$ cat src/verilog/mbp_map.svh
/*
  Register offsets, field positions, reset values and sizes of the match-based PWM timer.
  Assumes byte addresses on an 8-bit register address port with one 32-bit word per register.
*/
`ifndef MBP_MAP_SVH
`define MBP_MAP_SVH

`define MBP_NUM_MATCH  7
`define MBP_NUM_CAP    2
`define MBP_ADDR_W     8
`define MBP_WORD_BYTES 8'h04

`define MBP_OFF_STS    8'h00
`define MBP_OFF_CTRL   8'h04
`define MBP_OFF_CNT    8'h08
`define MBP_OFF_PRE    8'h0c
`define MBP_OFF_PCNT   8'h10
`define MBP_OFF_MACT   8'h14
`define MBP_OFF_MATCH0 8'h18
`define MBP_OFF_SRC    8'h34
`define MBP_OFF_PIN    8'h38
`define MBP_OFF_REL    8'h3c
`define MBP_OFF_MASK   8'h40

`define MBP_CTRL_EN    0
`define MBP_CTRL_RST   1
`define MBP_CTRL_PWM   3
`define MBP_ACT_INT    0
`define MBP_ACT_RST    1
`define MBP_ACT_STOP   2
`define MBP_ACT_W      3
`define MBP_SRC_SEL    2
`define MBP_PIN_OE_LSB 8

`define MBP_RST_WORD   32'h0000_0000
`define MBP_ONE_WORD   32'h0000_0001

`endif

$ cat src/verilog/mbp_pkg.sv
/*
  Types shared by the match-based PWM timer modules.
  Assumes nothing of its surroundings.
*/
package mbp_pkg;

  typedef enum logic [1:0]
  {
    MBP_SRC_TIMER = 2'b00,
    MBP_SRC_RISE  = 2'b01,
    MBP_SRC_FALL  = 2'b10,
    MBP_SRC_BOTH  = 2'b11
  } mbp_src_t;

endpackage : mbp_pkg

$ cat src/verilog/mbp_match_if.sv
/*
  Carrier from the timer core to the output channels: match hits and pin configuration.
  Assumes one driver, the timer core, and any number of channel readers.
*/
`timescale 1ns/1ps

interface mbp_match_if #(parameter int NM = 7);
  logic [NM-1:0] hit;
  logic [NM-1:0] dbl;
  logic [NM-1:0] oe;

  modport src (output hit, output dbl, output oe);
  modport snk (input hit, input dbl, input oe);
endinterface : mbp_match_if

$ cat src/verilog/mbp_chan.sv
/*
  One PWM output channel: single-edge or double-edge set and clear from match hits.
  Assumes hits are one-cycle pulses on counter ticks from the timer core.
*/
`timescale 1ns/1ps

module mbp_chan
  import mbp_pkg::*;
#(
  parameter int IDX = 1
)
(
  input  wire logic core_clk,
  input  wire logic resetn,
  input  wire logic ce,
  mbp_match_if.snk  m,
  output logic      pwm_out
);

  logic lvl_r;
  logic lvl_nxt;
  logic out_r;
  logic set_ev;
  logic clr_ev;

  // Double-edge rises on the neighbour below; single-edge rises at cycle start.
  // When rise and fall coincide the fall wins, which gives the constant-low setting.
  always_comb
  begin
    set_ev  = m.dbl[IDX] ? m.hit[IDX-1] : m.hit[0];
    clr_ev  = m.hit[IDX];
    lvl_nxt = clr_ev ? 1'b0 : (set_ev ? 1'b1 : lvl_r);
  end

  always_ff @(posedge core_clk or negedge resetn)
  begin
    if (!resetn)
    begin
      lvl_r <= 1'b0;
      out_r <= 1'b0;
    end
    else if (ce)
    begin
      lvl_r <= lvl_nxt;
      out_r <= lvl_nxt & m.oe[IDX];
    end
  end

  assign pwm_out = out_r;

  property p_se_fall;
    @(posedge core_clk) disable iff (!resetn)
    ce && !m.dbl[IDX] && m.hit[IDX] |=> !lvl_r;
  endproperty
  a_se_fall: assert property (p_se_fall) else $error("single-edge output did not fall");

  property p_se_rise;
    @(posedge core_clk) disable iff (!resetn)
    ce && !m.dbl[IDX] && m.hit[0] && !m.hit[IDX] |=> lvl_r;
  endproperty
  a_se_rise: assert property (p_se_rise) else $error("single-edge output did not rise");

  property p_de_pulse;
    @(posedge core_clk) disable iff (!resetn)
    ce && m.dbl[IDX] && m.hit[IDX-1] && !m.hit[IDX] |=> lvl_r;
  endproperty
  a_de_pulse: assert property (p_de_pulse) else $error("double-edge output did not rise");

  property p_de_fall;
    @(posedge core_clk) disable iff (!resetn)
    ce && m.dbl[IDX] && m.hit[IDX] |=> !lvl_r;
  endproperty
  a_de_fall: assert property (p_de_fall) else $error("double-edge output did not fall");

endmodule : mbp_chan

$ cat src/verilog/mbp_sync.sv
/*
  Three-stage input synchroniser with agreement filter for asynchronous pins.
  Assumes inputs asynchronous to core_clk; the output changes only when stages two and three agree.
*/
`timescale 1ns/1ps

module mbp_sync
  import mbp_pkg::*;
#(
  parameter int W = 2
)
(
  input  wire logic         core_clk,
  input  wire logic         resetn,
  input  wire logic         ce,
  input  wire logic [W-1:0] din,
  output logic      [W-1:0] dout
);

  logic [W-1:0] s1_r;
  logic [W-1:0] s2_r;
  logic [W-1:0] s3_r;
  logic [W-1:0] lvl_r;
  logic [W-1:0] lvl_nxt;

  always_comb
  begin
    lvl_nxt = (s2_r & s3_r) | (lvl_r & (s2_r | s3_r));
  end

  always_ff @(posedge core_clk or negedge resetn)
  begin
    if (!resetn)
    begin
      s1_r  <= '0;
      s2_r  <= '0;
      s3_r  <= '0;
      lvl_r <= '0;
    end
    else if (ce)
    begin
      s1_r  <= din;
      s2_r  <= s1_r;
      s3_r  <= s2_r;
      lvl_r <= lvl_nxt;
    end
  end

  assign dout = lvl_r;

endmodule : mbp_sync

$ cat src/verilog/mbp_top.sv
/*
  Match-based PWM timer: register slave, capture synchroniser, prescaler, 32-bit counter,
  staged and active match values, interrupt status and mask, and the output channels.
  Assumes a single-cycle register master on core_clk and capture pins asynchronous to it.
*/
`timescale 1ns/1ps
`include "mbp_map.svh"

module mbp_top
  import mbp_pkg::*;
#(
  parameter int NM = `MBP_NUM_MATCH
)
(
  input  wire logic                   core_clk,
  input  wire logic                   resetn,
  input  wire logic                   ce,
  input  wire logic [`MBP_ADDR_W-1:0] addr,
  input  wire logic [31:0]            wdata,
  input  wire logic                   we,
  input  wire logic                   re,
  output logic      [31:0]            rdata,
  input  wire logic [`MBP_NUM_CAP-1:0] cap_in,
  output logic      [NM-1:1]          pwm_out,
  output logic                        irq
);

  mbp_src_t          src_mode_r;
  mbp_src_t          src_mode_nxt;
  logic              src_sel_r;
  logic              src_sel_nxt;
  logic              en_r;
  logic              en_nxt;
  logic              crst_r;
  logic              crst_nxt;
  logic              pwm_r;
  logic              pwm_nxt;
  logic [3*NM-1:0]   mact_r;
  logic [3*NM-1:0]   mact_nxt;
  logic [NM-1:0]     dbl_r;
  logic [NM-1:0]     dbl_nxt;
  logic [NM-1:0]     oe_r;
  logic [NM-1:0]     oe_nxt;
  logic [NM-1:0]     rel_r;
  logic [NM-1:0]     rel_nxt;
  logic [NM-1:0]     sts_r;
  logic [NM-1:0]     sts_nxt;
  logic [NM-1:0]     mask_r;
  logic [NM-1:0]     mask_nxt;
  logic [31:0]       pre_r;
  logic [31:0]       pre_nxt;
  logic [31:0]       pc_r;
  logic [31:0]       pc_nxt;
  logic [31:0]       cnt_r;
  logic [31:0]       cnt_nxt;
  logic [31:0]       stg_r [NM];
  logic [31:0]       stg_nxt [NM];
  logic [31:0]       act_r [NM];
  logic [31:0]       act_nxt [NM];
  logic [31:0]       rdata_r;
  logic [31:0]       rdata_nxt;
  logic [31:0]       rd_val;
  logic [NM*32-1:0]  act_flat;
  logic [`MBP_NUM_CAP-1:0] cap_lvl;
  logic              cap_cur;
  logic              cap_prev_r;
  logic              cap_rise;
  logic              cap_fall;
  logic              cnt_ev;
  logic              run;
  logic              tick;
  logic              start;
  logic              any_rst;
  logic              any_stop;
  logic [NM-1:0]     hit;
  logic [NM-1:0]     hit_int;
  logic [NM-1:0]     hit_rst;
  logic [NM-1:0]     hit_stop;
  logic [NM-1:0]     wr_mr;
  logic              wr_sts;
  logic              wr_ctrl;
  logic              wr_cnt;
  logic              wr_pre;
  logic              wr_pcnt;
  logic              wr_mact;
  logic              wr_src;
  logic              wr_pin;
  logic              wr_rel;
  logic              wr_mask;

  mbp_match_if #(.NM(NM)) mif ();

  mbp_sync #(.W(`MBP_NUM_CAP)) u_sync
  (
    .core_clk (core_clk),
    .resetn   (resetn),
    .ce       (ce),
    .din      (cap_in),
    .dout     (cap_lvl)
  );

  // Channel n uses match n as its fall and, in double-edge mode, match n-1 as its rise.
  for (genvar n = 1; n < NM; n++)
  begin : g_chan
    mbp_chan #(.IDX(n)) u_chan
    (
      .core_clk (core_clk),
      .resetn   (resetn),
      .ce       (ce),
      .m        (mif.snk),
      .pwm_out  (pwm_out[n])
    );
    assign act_flat[n*32 +: 32] = act_r[n];
  end
  assign act_flat[31:0] = act_r[0];

  assign mif.hit = hit;
  assign mif.dbl = dbl_r;
  assign mif.oe  = oe_r;

  assign wr_sts  = we && (addr == `MBP_OFF_STS);
  assign wr_ctrl = we && (addr == `MBP_OFF_CTRL);
  assign wr_cnt  = we && (addr == `MBP_OFF_CNT);
  assign wr_pre  = we && (addr == `MBP_OFF_PRE);
  assign wr_pcnt = we && (addr == `MBP_OFF_PCNT);
  assign wr_mact = we && (addr == `MBP_OFF_MACT);
  assign wr_src  = we && (addr == `MBP_OFF_SRC);
  assign wr_pin  = we && (addr == `MBP_OFF_PIN);
  assign wr_rel  = we && (addr == `MBP_OFF_REL);
  assign wr_mask = we && (addr == `MBP_OFF_MASK);

  // Count source: every clock in timer mode, or selected capture edges in counter mode.
  assign cap_cur  = cap_lvl[src_sel_r];
  assign cap_rise = cap_cur && !cap_prev_r;
  assign cap_fall = !cap_cur && cap_prev_r;
  assign cnt_ev   = (src_mode_r == MBP_SRC_TIMER) ||
                    (src_mode_r[0] && cap_rise) || (src_mode_r[1] && cap_fall);
  assign run      = en_r && !crst_r;
  assign tick     = run && cnt_ev && (pc_r == pre_r);

  always_comb
  begin
    for (int k = 0; k < NM; k++)
    begin
      hit[k]      = tick && (cnt_r == act_r[k]);
      hit_int[k]  = hit[k] && mact_r[k*`MBP_ACT_W + `MBP_ACT_INT];
      hit_rst[k]  = hit[k] && mact_r[k*`MBP_ACT_W + `MBP_ACT_RST];
      hit_stop[k] = hit[k] && mact_r[k*`MBP_ACT_W + `MBP_ACT_STOP];
      wr_mr[k]    = we && (addr == `MBP_OFF_MATCH0 + 8'(k) * `MBP_WORD_BYTES);
    end
  end

  // In PWM mode the period match always closes the cycle.
  assign start    = pwm_r && hit[0];
  assign any_rst  = (|hit_rst) || start;
  assign any_stop = |hit_stop;

  // Configuration, status and release bits.
  always_comb
  begin
    src_mode_nxt = src_mode_r;
    src_sel_nxt  = src_sel_r;
    en_nxt       = en_r;
    crst_nxt     = crst_r;
    pwm_nxt      = pwm_r;
    mact_nxt     = mact_r;
    dbl_nxt      = dbl_r;
    oe_nxt       = oe_r;
    mask_nxt     = mask_r;
    if (wr_ctrl)
    begin
      en_nxt   = wdata[`MBP_CTRL_EN];
      crst_nxt = wdata[`MBP_CTRL_RST];
      pwm_nxt  = wdata[`MBP_CTRL_PWM];
    end
    if (any_stop)
    begin
      en_nxt = 1'b0;
    end
    if (wr_src)
    begin
      src_mode_nxt = mbp_src_t'(wdata[1:0]);
      src_sel_nxt  = wdata[`MBP_SRC_SEL];
    end
    if (wr_mact)
    begin
      mact_nxt = wdata[3*NM-1:0];
    end
    if (wr_pin)
    begin
      dbl_nxt = wdata[NM-1:0];
      oe_nxt  = wdata[`MBP_PIN_OE_LSB +: NM];
    end
    if (wr_mask)
    begin
      mask_nxt = wdata[NM-1:0];
    end
    // Hardware sets win over a clear in the same cycle.
    sts_nxt = (sts_r & ~(wr_sts ? wdata[NM-1:0] : {NM{1'b0}})) | hit_int;
    rel_nxt = (start ? {NM{1'b0}} : rel_r) | (wr_rel ? wdata[NM-1:0] : {NM{1'b0}});
  end

  // Prescaler and counter.
  always_comb
  begin
    pc_nxt  = pc_r;
    cnt_nxt = cnt_r;
    pre_nxt = wr_pre ? wdata : pre_r;
    if (crst_r)
    begin
      pc_nxt  = `MBP_RST_WORD;
      cnt_nxt = `MBP_RST_WORD;
    end
    else if (run && cnt_ev)
    begin
      pc_nxt = (pc_r == pre_r) ? `MBP_RST_WORD : pc_r + `MBP_ONE_WORD;
      if (tick)
      begin
        cnt_nxt = any_rst ? `MBP_RST_WORD : cnt_r + `MBP_ONE_WORD;
      end
    end
    if (wr_pcnt)
    begin
      pc_nxt = wdata;
    end
    if (wr_cnt)
    begin
      cnt_nxt = wdata;
    end
  end

  // Staged and active match values; PWM mode moves released values over at cycle start.
  always_comb
  begin
    for (int k = 0; k < NM; k++)
    begin
      stg_nxt[k] = wr_mr[k] ? wdata : stg_r[k];
      act_nxt[k] = act_r[k];
      if (!pwm_r && wr_mr[k])
      begin
        act_nxt[k] = wdata;
      end
      else if (start && rel_r[k])
      begin
        act_nxt[k] = stg_r[k];
      end
    end
  end

  // Register read mux; unmapped addresses read zero.
  always_comb
  begin
    rd_val = `MBP_RST_WORD;
    case (addr)
      `MBP_OFF_STS:  rd_val[NM-1:0] = sts_r;
      `MBP_OFF_CTRL:
      begin
        rd_val[`MBP_CTRL_EN]  = en_r;
        rd_val[`MBP_CTRL_RST] = crst_r;
        rd_val[`MBP_CTRL_PWM] = pwm_r;
      end
      `MBP_OFF_CNT:  rd_val = cnt_r;
      `MBP_OFF_PRE:  rd_val = pre_r;
      `MBP_OFF_PCNT: rd_val = pc_r;
      `MBP_OFF_MACT: rd_val[3*NM-1:0] = mact_r;
      `MBP_OFF_SRC:
      begin
        rd_val[1:0]          = src_mode_r;
        rd_val[`MBP_SRC_SEL] = src_sel_r;
      end
      `MBP_OFF_PIN:
      begin
        rd_val[NM-1:0]                = dbl_r;
        rd_val[`MBP_PIN_OE_LSB +: NM] = oe_r;
      end
      `MBP_OFF_REL:  rd_val[NM-1:0] = rel_r;
      `MBP_OFF_MASK: rd_val[NM-1:0] = mask_r;
      default:
      begin
        for (int k = 0; k < NM; k++)
        begin
          if (wr_mr[k] || (addr == `MBP_OFF_MATCH0 + 8'(k) * `MBP_WORD_BYTES))
          begin
            rd_val = stg_r[k];
          end
        end
      end
    endcase
    rdata_nxt = re ? rd_val : `MBP_RST_WORD;
  end

  always_ff @(posedge core_clk or negedge resetn)
  begin
    if (!resetn)
    begin
      src_mode_r <= MBP_SRC_TIMER;
      src_sel_r  <= 1'b0;
      en_r       <= 1'b0;
      crst_r     <= 1'b0;
      pwm_r      <= 1'b0;
      mact_r     <= '0;
      dbl_r      <= '0;
      oe_r       <= '0;
      rel_r      <= '0;
      sts_r      <= '0;
      mask_r     <= '0;
      pre_r      <= `MBP_RST_WORD;
      pc_r       <= `MBP_RST_WORD;
      cnt_r      <= `MBP_RST_WORD;
      cap_prev_r <= 1'b0;
      rdata_r    <= `MBP_RST_WORD;
      for (int k = 0; k < NM; k++)
      begin
        stg_r[k] <= `MBP_RST_WORD;
        act_r[k] <= `MBP_RST_WORD;
      end
    end
    else if (ce)
    begin
      src_mode_r <= src_mode_nxt;
      src_sel_r  <= src_sel_nxt;
      en_r       <= en_nxt;
      crst_r     <= crst_nxt;
      pwm_r      <= pwm_nxt;
      mact_r     <= mact_nxt;
      dbl_r      <= dbl_nxt;
      oe_r       <= oe_nxt;
      rel_r      <= rel_nxt;
      sts_r      <= sts_nxt;
      mask_r     <= mask_nxt;
      pre_r      <= pre_nxt;
      pc_r       <= pc_nxt;
      cnt_r      <= cnt_nxt;
      cap_prev_r <= cap_cur;
      rdata_r    <= rdata_nxt;
      for (int k = 0; k < NM; k++)
      begin
        stg_r[k] <= stg_nxt[k];
        act_r[k] <= act_nxt[k];
      end
    end
  end

  assign rdata = rdata_r;
  assign irq   = |(sts_r & mask_r);

  property p_period_reset;
    @(posedge core_clk) disable iff (!resetn)
    ce && start && !wr_cnt |=> cnt_r == `MBP_RST_WORD;
  endproperty
  a_period_reset: assert property (p_period_reset) else $error("period match kept count");

  property p_tick_step;
    @(posedge core_clk) disable iff (!resetn)
    ce && tick && !any_rst && !wr_cnt |=> cnt_r == $past(cnt_r) + `MBP_ONE_WORD;
  endproperty
  a_tick_step: assert property (p_tick_step) else $error("counter did not step on tick");

  property p_hold_between;
    @(posedge core_clk) disable iff (!resetn)
    ce && !tick && !wr_cnt && !crst_r |=> $stable(cnt_r);
  endproperty
  a_hold_between: assert property (p_hold_between) else $error("counter moved off tick");

  property p_stop;
    @(posedge core_clk) disable iff (!resetn)
    ce && any_stop |=> !en_r && !tick;
  endproperty
  a_stop: assert property (p_stop) else $error("stop on match ignored");

  property p_irq_set;
    @(posedge core_clk) disable iff (!resetn)
    ce && (hit_int != '0) |=> ((sts_r & $past(hit_int)) == $past(hit_int));
  endproperty
  a_irq_set: assert property (p_irq_set) else $error("match interrupt flag lost");

  property p_sync_update;
    @(posedge core_clk) disable iff (!resetn)
    ce && pwm_r && !start |=> $stable(act_flat);
  endproperty
  a_sync_update: assert property (p_sync_update) else $error("match changed mid-cycle");

  property p_release;
    @(posedge core_clk) disable iff (!resetn)
    ce && start && (rel_r == '0) |=> $stable(act_flat);
  endproperty
  a_release: assert property (p_release) else $error("unreleased match applied");

  property p_cap_count;
    @(posedge core_clk) disable iff (!resetn)
    ce && run && (src_mode_r != MBP_SRC_TIMER) && !cnt_ev && !wr_pcnt |=> $stable(pc_r);
  endproperty
  a_cap_count: assert property (p_cap_count) else $error("prescaler moved without edge");

  c_cycle: cover property (@(posedge core_clk) disable iff (!resetn) start ##1 !start);
  c_stop: cover property (@(posedge core_clk) disable iff (!resetn) ce && any_stop);
  c_capture: cover property (@(posedge core_clk) disable iff (!resetn)
                             tick && (src_mode_r != MBP_SRC_TIMER));
  c_irq: cover property (@(posedge core_clk) disable iff (!resetn) $rose(irq));

endmodule : mbp_top
$ cat config.mk
export PLATFORM = sky130hd
export DESIGN_NAME = mbp_top
export DESIGN_NICKNAME = d
export VERILOG_FILES = /design/src/verilog/mbp_pkg.sv /design/src/verilog/mbp_match_if.sv /design/src/verilog/mbp_chan.sv /design/src/verilog/mbp_sync.sv /design/src/verilog/mbp_top.sv
export VERILOG_INCLUDE_DIRS = /design/src /design/src/verilog
export SDC_FILE = /design/constraint.sdc
export NUM_CORES = 2
export LEC_CHECK = 0
export CORE_UTILIZATION = 55
export DETAILED_ROUTE_END_ITERATION = 16
export DONT_BUFFER_PORTS = 1
export GPL_TIMING_DRIVEN = 0
export PLACE_DENSITY = 0.77
export SYNTH_ARGS = -nofsm -noshare
export SYNTH_HDL_FRONTEND = slang
export SYNTH_SLANG_ARGS = --single-unit
$ cat constraint.sdc
create_clock -name core_clk -period 5.4 [get_ports core_clk]
set_input_delay 0.81 -clock core_clk [delete_from_list [all_inputs] [get_ports core_clk]]
set_output_delay 0.81 -clock core_clk [all_outputs]
set_load 0.03 [all_outputs]
Word-level counts from Yosys, hierarchy flattened
Index checks and enable logic that the tools add are counted.

word-level totals
  latch bits = 0
  bits of input ports = 47
  memory bits (read-only) = 0
  output and inout port bits = 39
  register bits after elaboration = 659
  word-level logic and storage cells = 275
  memories = 0
  RAM bits = 0

operators by class
  $lt $le $gt $ge = 1
  add/sub/neg operators = 2
  multiplexer cells = 63
  shifts and indexed selects = 0
  eq/ne operators = 24
  divide/modulo/power cells = 0
  reductions and logical operators = 124
  bitwise logic cells = 15
  multipliers = 0

operators by type and width
  operator                 number
  $mux W32                 31
  $eq A32 B32 Y1           8
  $logic_and A1 B1 Y1      67
  $add A32 B1 Y32 const B  2
  $eq A8 B6 Y1 const B     8
  $pmux W11 S4             1
  $reduce_and A2 Y1        22
  $pmux W7 S6              1
  $eq A8 B5 Y1 const B     4
  $pmux W6 S5              1
  $reduce_or A7 Y1         4
  $pmux W3 S9              1
  $mux W1                  21
  $mux W7                  3
  $pmux W1 S10             2
  $pmux W2 S10             1
  $eq A8 B4 Y1 const B     2
  $reduce_bool A2 Y1       8
  $and A7 B7 Y7            2
  $or A7 B7 Y7             2
  $logic_or A1 B1 Y1       10
  $reduce_bool A3 Y1       3
  $eq A8 B3 Y1 const B     1
  $eq A8 B7 Y1 const B     1
  other kinds (13)         23

Logic depth before layout (Yosys ltp)
  depth after elaboration = 17
  depth in mapped cells = 12
  mapped depth without buffers = 9

Cells and area by module
From an unflattened synthesis, not the netlist that was laid out.

second synthesis, totals
  cells, all modules = 3,274
  area, all modules = 33,981.3 µm²

modules (own cells, without submodules)
  module                            cells each  area each (µm²)  instances  sequential area each (µm²)
  mbp_top                           3,201       33,060.5         1          15,990.3
  mbp_chan at g_chan[2].u_chan ...  9           103.8            5          50.0
  mbp_sync                          21          324.1            1          200.2
  mbp_chan at g_chan[1].u_chan      7           77.6             1          50.0

Worst setup path before layout
OpenSTA, ideal clock, no wires.

  path kind = in2reg
  from = input port addr[5]
  to = register pc_r[14]
  setup slack = 2.449 ns
  arrival time = 2.830 ns
  stages = 11
  library setup time = 0.121 ns
  path buffers = 4
  required time = 5.279 ns
  path through = or4b_2 -> buf_2 -> nor2_4 -> and2_1 -> buf_2 -> nor2_1 -> o31ai_1 -> buf_4 -> buf_2 -> o31ai_1 -> a22o_1

between the ends
  longest elaborated chain between the ends = 4
  elaborated cells between the ends (all ways) = 5
  those cells by class = eq/ne: 1; mux: 1; reduce/logical: 3

ends and longest elaborated chain
  element                              RTL line        source
  from (decl)                          mbp_top.sv:18   input wire logic [`MBP_ADDR_W-1:0] addr,
  $eq A8 B5 Y1 *                       n/a
  $logic_and A1 B1 Y1 *                mbp_top.sv:125  assign wr_pcnt = we && (addr == `MBP_OFF_PCNT);
  $reduce_bool A3 Y1 (no source line)  n/a
  $reduce_and A2 Y1 (no source line)   n/a
  to (signal assigned)                 mbp_top.sv:308  pc_r <= `MBP_RST_WORD;
  to (signal assigned)                 mbp_top.sv:332  pc_r <= pc_nxt;
  to (decl)                            mbp_top.sv:52   logic [31:0] pc_r;

Mark *: on every way between the ends. The rest lies on a longest branch, timed or not.
A chain may end at the register's enable or synchronous reset.

Final worst setup path
  from = register cnt_r[7]
  to = register cnt_r[4]

between the ends
  longest elaborated chain between the ends = 10
  elaborated cells between the ends (all ways) = 29
  those cells by class = eq/ne: 7; mux: 5; reduce/logical: 17

ends and longest elaborated chain
  element                      RTL line        source
  from (decl)                  mbp_top.sv:54   logic [31:0] cnt_r;
  from (signal assigned)       mbp_top.sv:309  cnt_r <= `MBP_RST_WORD;
  from (signal assigned)       mbp_top.sv:333  cnt_r <= cnt_nxt;
  $eq A32 B32 Y1               mbp_top.sv:145  hit[k] = tick && (cnt_r == act_r[k]);
  $logic_and A1 B1 Y1          mbp_top.sv:145
  $logic_and A1 B1 Y1          mbp_top.sv:147  hit_rst[k] = hit[k] && mact_r[k*`MBP_ACT_W + `MBP_ACT_RST];
  $reduce_or A7 Y1             mbp_top.sv:155  assign any_rst = (|hit_rst) || start;
  $logic_or A1 B1 Y1 *         mbp_top.sv:155
  $mux W32 (no source line) *  n/a
  $mux W32 *                   mbp_top.sv:217  if (tick)
  $mux W32 *                   mbp_top.sv:214  else if (run && cnt_ev)
  $mux W32 *                   mbp_top.sv:209  if (crst_r)
  $mux W32 *                   mbp_top.sv:226  if (wr_cnt)

Mark *: on every way between the ends. The rest lies on a longest branch, timed or not. The select of a mux whose other input is x is not followed.

==> flow_metrics.py <==
metrics = {
    "timing": {
        "max_slew.worst_pin.slew_ps": 4240,
        "fin_crit_ps": 4530,
        "whs_ps": -112,
        "final.setup.tns_ps": 0,
        "fin_skew_ps": 24.7,
        "rsz0062_at_grt": "false",
        "final-setup-viol-count": 0,
        "finalHoldViolations": 42,
        "relSlewSlack": -1.83,
        "period_share": 0.839,
        "slew_viol_final": 516,
        "max_clock_freq_mhz": 221,
    },
    "finish": {
        "final_util": 0.614,
        "area_growth_pct": 10.6,
        "final_common_cell": "dfrtp_1",
        "drive_gt1_frac": 0.171,
        "final_area_sq_um": 37800,
        "layout_common_cells": "dfrtp_1 (659), mux2_2 (307), mux2i_1 (231)",
        "finalNetCount": 3356,
    },
    "cts": {
        "worstSkewPairLatency_ps": 640,
        "post_cts_buffers": 0,
        "cts_buffer_depth": 3,
        "cts_tree": "built",
        "htreeDepth": 3,
        "root_buffer": "clkbuf_16",
        "cts_buffers": 73,
        "clkSinkCount": 659,
        "cts.clk_slew.worst_paths_ps": 60,
        "post_cts_resized": 0,
    },
    "drt": {
        "final_antenna_net_count": 0,
        "postRouteWirelength_um": 137000,
        "drc": 0,
        "wl_per_cell_um": 32.5,
        "firstDrtPassIters": 10,
        "vias": 28600,
        "routed_via_density": 6.81,
        "drt_iter0_markers": 4403,
    },
    "global_routing": {
        "gr-total-overflow": 0,
        "grt_max_degree": 660,
        "track_usage": 0.431,
        "grt_antenna_before_repair": 7,
        "grt_pass1_vias": 27500,
        "grt_pass1_wl_um": 193000,
    },
    "floorplan": {
        "ios": 86,
        "die_x_um": 251,
        "die-area_sq_um": 63200,
        "fp-row-count": 91,
        "coreArea_sq_um": 61600,
        "start_util": 0.555,
        "die-height_um": 251,
    },
    "synthesis": {
        "synth_seq_cells": 659,
        "syn-cell-area_sq_um": 34200,
        "synth_cell_types": 78,
        "yosysSeqAreaShare": 0.482,
        "yosys.area_share.simple": 0.0966,
        "synth_top_flop_cell": "dfrtp_1",
        "synth_compound_area_frac": 0.138,
        "synth_top_family_by_area": "multiplexers",
        "syn-instance-count": 3231,
        "synth_mux_area_frac": 0.169,
        "synthesis.nets": 3280,
        "synth_xor_area_frac": 0.0656,
        "synthAdderAreaFrac": 0.000732,
        "avgSynthCellArea_sq_um": 10.6,
        "async_reset_ff_frac": 1.00,
        "synth_edf_count": 0,
        "yosysWarnings": 0,
    },
    "pwr": {
        "p_total_mw": 11.5,
        "p_leak_nw": 18.5,
        "power_density_nw_per_um2": 304,
        "peakVddDrop_mv": 0.305,
    },
    "outcome": {
        "status": "finished, violations left",
        "violations": "hold timing, slew limit",
    },
    "placement": {
        "dpl_cell_area_sq_um": 35300,
        "hpwl_um": 104000,
        "place_congestion": 1.02,
        "io_buffers": 0,
    },
    "worst_setup_path": {
        "crit-reg2reg-launch": "cnt_r[7]$_DFFE_PN0P_",
        "crit_type": "flip-flop to flip-flop",
        "startpoint": "cnt_r[7]$_DFFE_PN0P_",
        "endpoint_kind": "flip-flop",
        "arrival_ps": 4980,
        "critPathMaxFanout": 10,
        "cp-start-kind": "flip-flop",
        "required_ps": 5840,
    },
    "hold_path": {
        "hp-class": "input pin to asynchronous set/reset pin",
    },
    "run": {
        "max-cap-violations": 0,
    },
}
==> worst paths after layout <==
kind / end / slack [ps] / cells past startpoint
max: cnt_r[4]$_DFFE_PN0P_ / 870 / 11
min in group core_clk: u_sync.s1_r[1]$_DFFE_PN0P_ / 330 / 1
min: pc_r[25]$_DFFE_PN0P_ / -110 / 0
max reg2reg: cnt_r[4]$_DFFE_PN0P_ / 870 / 11
max in group asynchronous: stg_r[52]$_DFFE_PN0P_ / 2210 / 0
min reg2reg: g_chan[3].u_chan.pwm_out$_DFFE_PN0P_ / 490 / 1
==> critical path, cell delays in order (launching register included) <==
cell,delay (ps)
dfrtp_1,310
buf_2,290
xor2_1,250
nor4_1,630
nand4_1,300
nor2_1,860
a2111o_1,290
a211o_1,280
buf_4,290
or2_2,140
clkbuf_1,440
o21ai_0,250
==> routing by layer <==
layer | vias to the layer above | track usage | share of wire
met5 | - | 0 | 0.00020
met4 | 4 | 0.291 | 0.078
met2 | 2079 | 0.627 | 0.43
met1 | 14300 | 0.566 | 0.37
li1 | 11800 | - | -
met3 | 444 | 0.116 | 0.12
==> kinds of logic after synthesis <==
logic type	count (synthesis)
muxes	538
buffers and inverters	364
AOI/OAI and AO/OA	709
DFF	659
and+or+nand+nor	703
xor gates and xnor gates	256
adders and majority gates	2
==> power by group <==
part           switching (mW)  leakage, nW  internal, mW
Combinational           0.551         8.33         0.260
Sequential              0.187         8.95          5.12
Clock                    2.17         1.24          3.21
Total                    2.91         18.5          8.59
==> stage by stage <==
step                cells  worst slack [ps]
global route         4199              1210
floorplan            3231              2450
finish               4202               869
CTS                  4199              1250
global placement     4068              1020
detailed placement   4069               988
==> Yosys cell counts (42+ instances only) <==
library cell    n  share of area
a21oi_1       216          0.032
a221oi_1       42          0.011
a22o_1         44          0.011
a22oi_1        86          0.019
buf_2          76          0.011
clkbuf_1      178          0.020
dfrtp_1       659           0.48
inv_1          42         0.0046
mux2_2        307           0.10
mux2i_1       231          0.068
nand2_1       222          0.024
nand3_1        47         0.0069
nand4_1        45         0.0082
nor2_1        213          0.023
nor4_1         64          0.012
o21ai_0       151          0.022
xnor2_1        64          0.016
xor2_1        192          0.049
==> layout make-up <==
type	count	area (sq um)
Antenna cell	3	7.51
Buffer	320	1470
Clock buffer	100	2140
Clock inverter	30	405
Fill cell	5105	23800
Inverter	44	165
Multi-Input combinational cell	2208	16100
Sequential cell	659	16500
Tap cell	837	1050
Timing Repair Buffer	1	7.51
==> registers in the layout (all words and copies together) (netlist names), 6 cells and up <==
name	count
act_flat	224
cnt_r	32
dbl_r	7
g_chan.u_chan.lvl_r	6
g_chan.u_chan.pwm_out	6
mact_r	21
mask_r	7
mif.oe	7
pc_r	32
pre_r	32
rdata	32
rel_r	7
stg_r	224
sts_r	7
No activity file was read; power rests on OpenSTA's default activity.
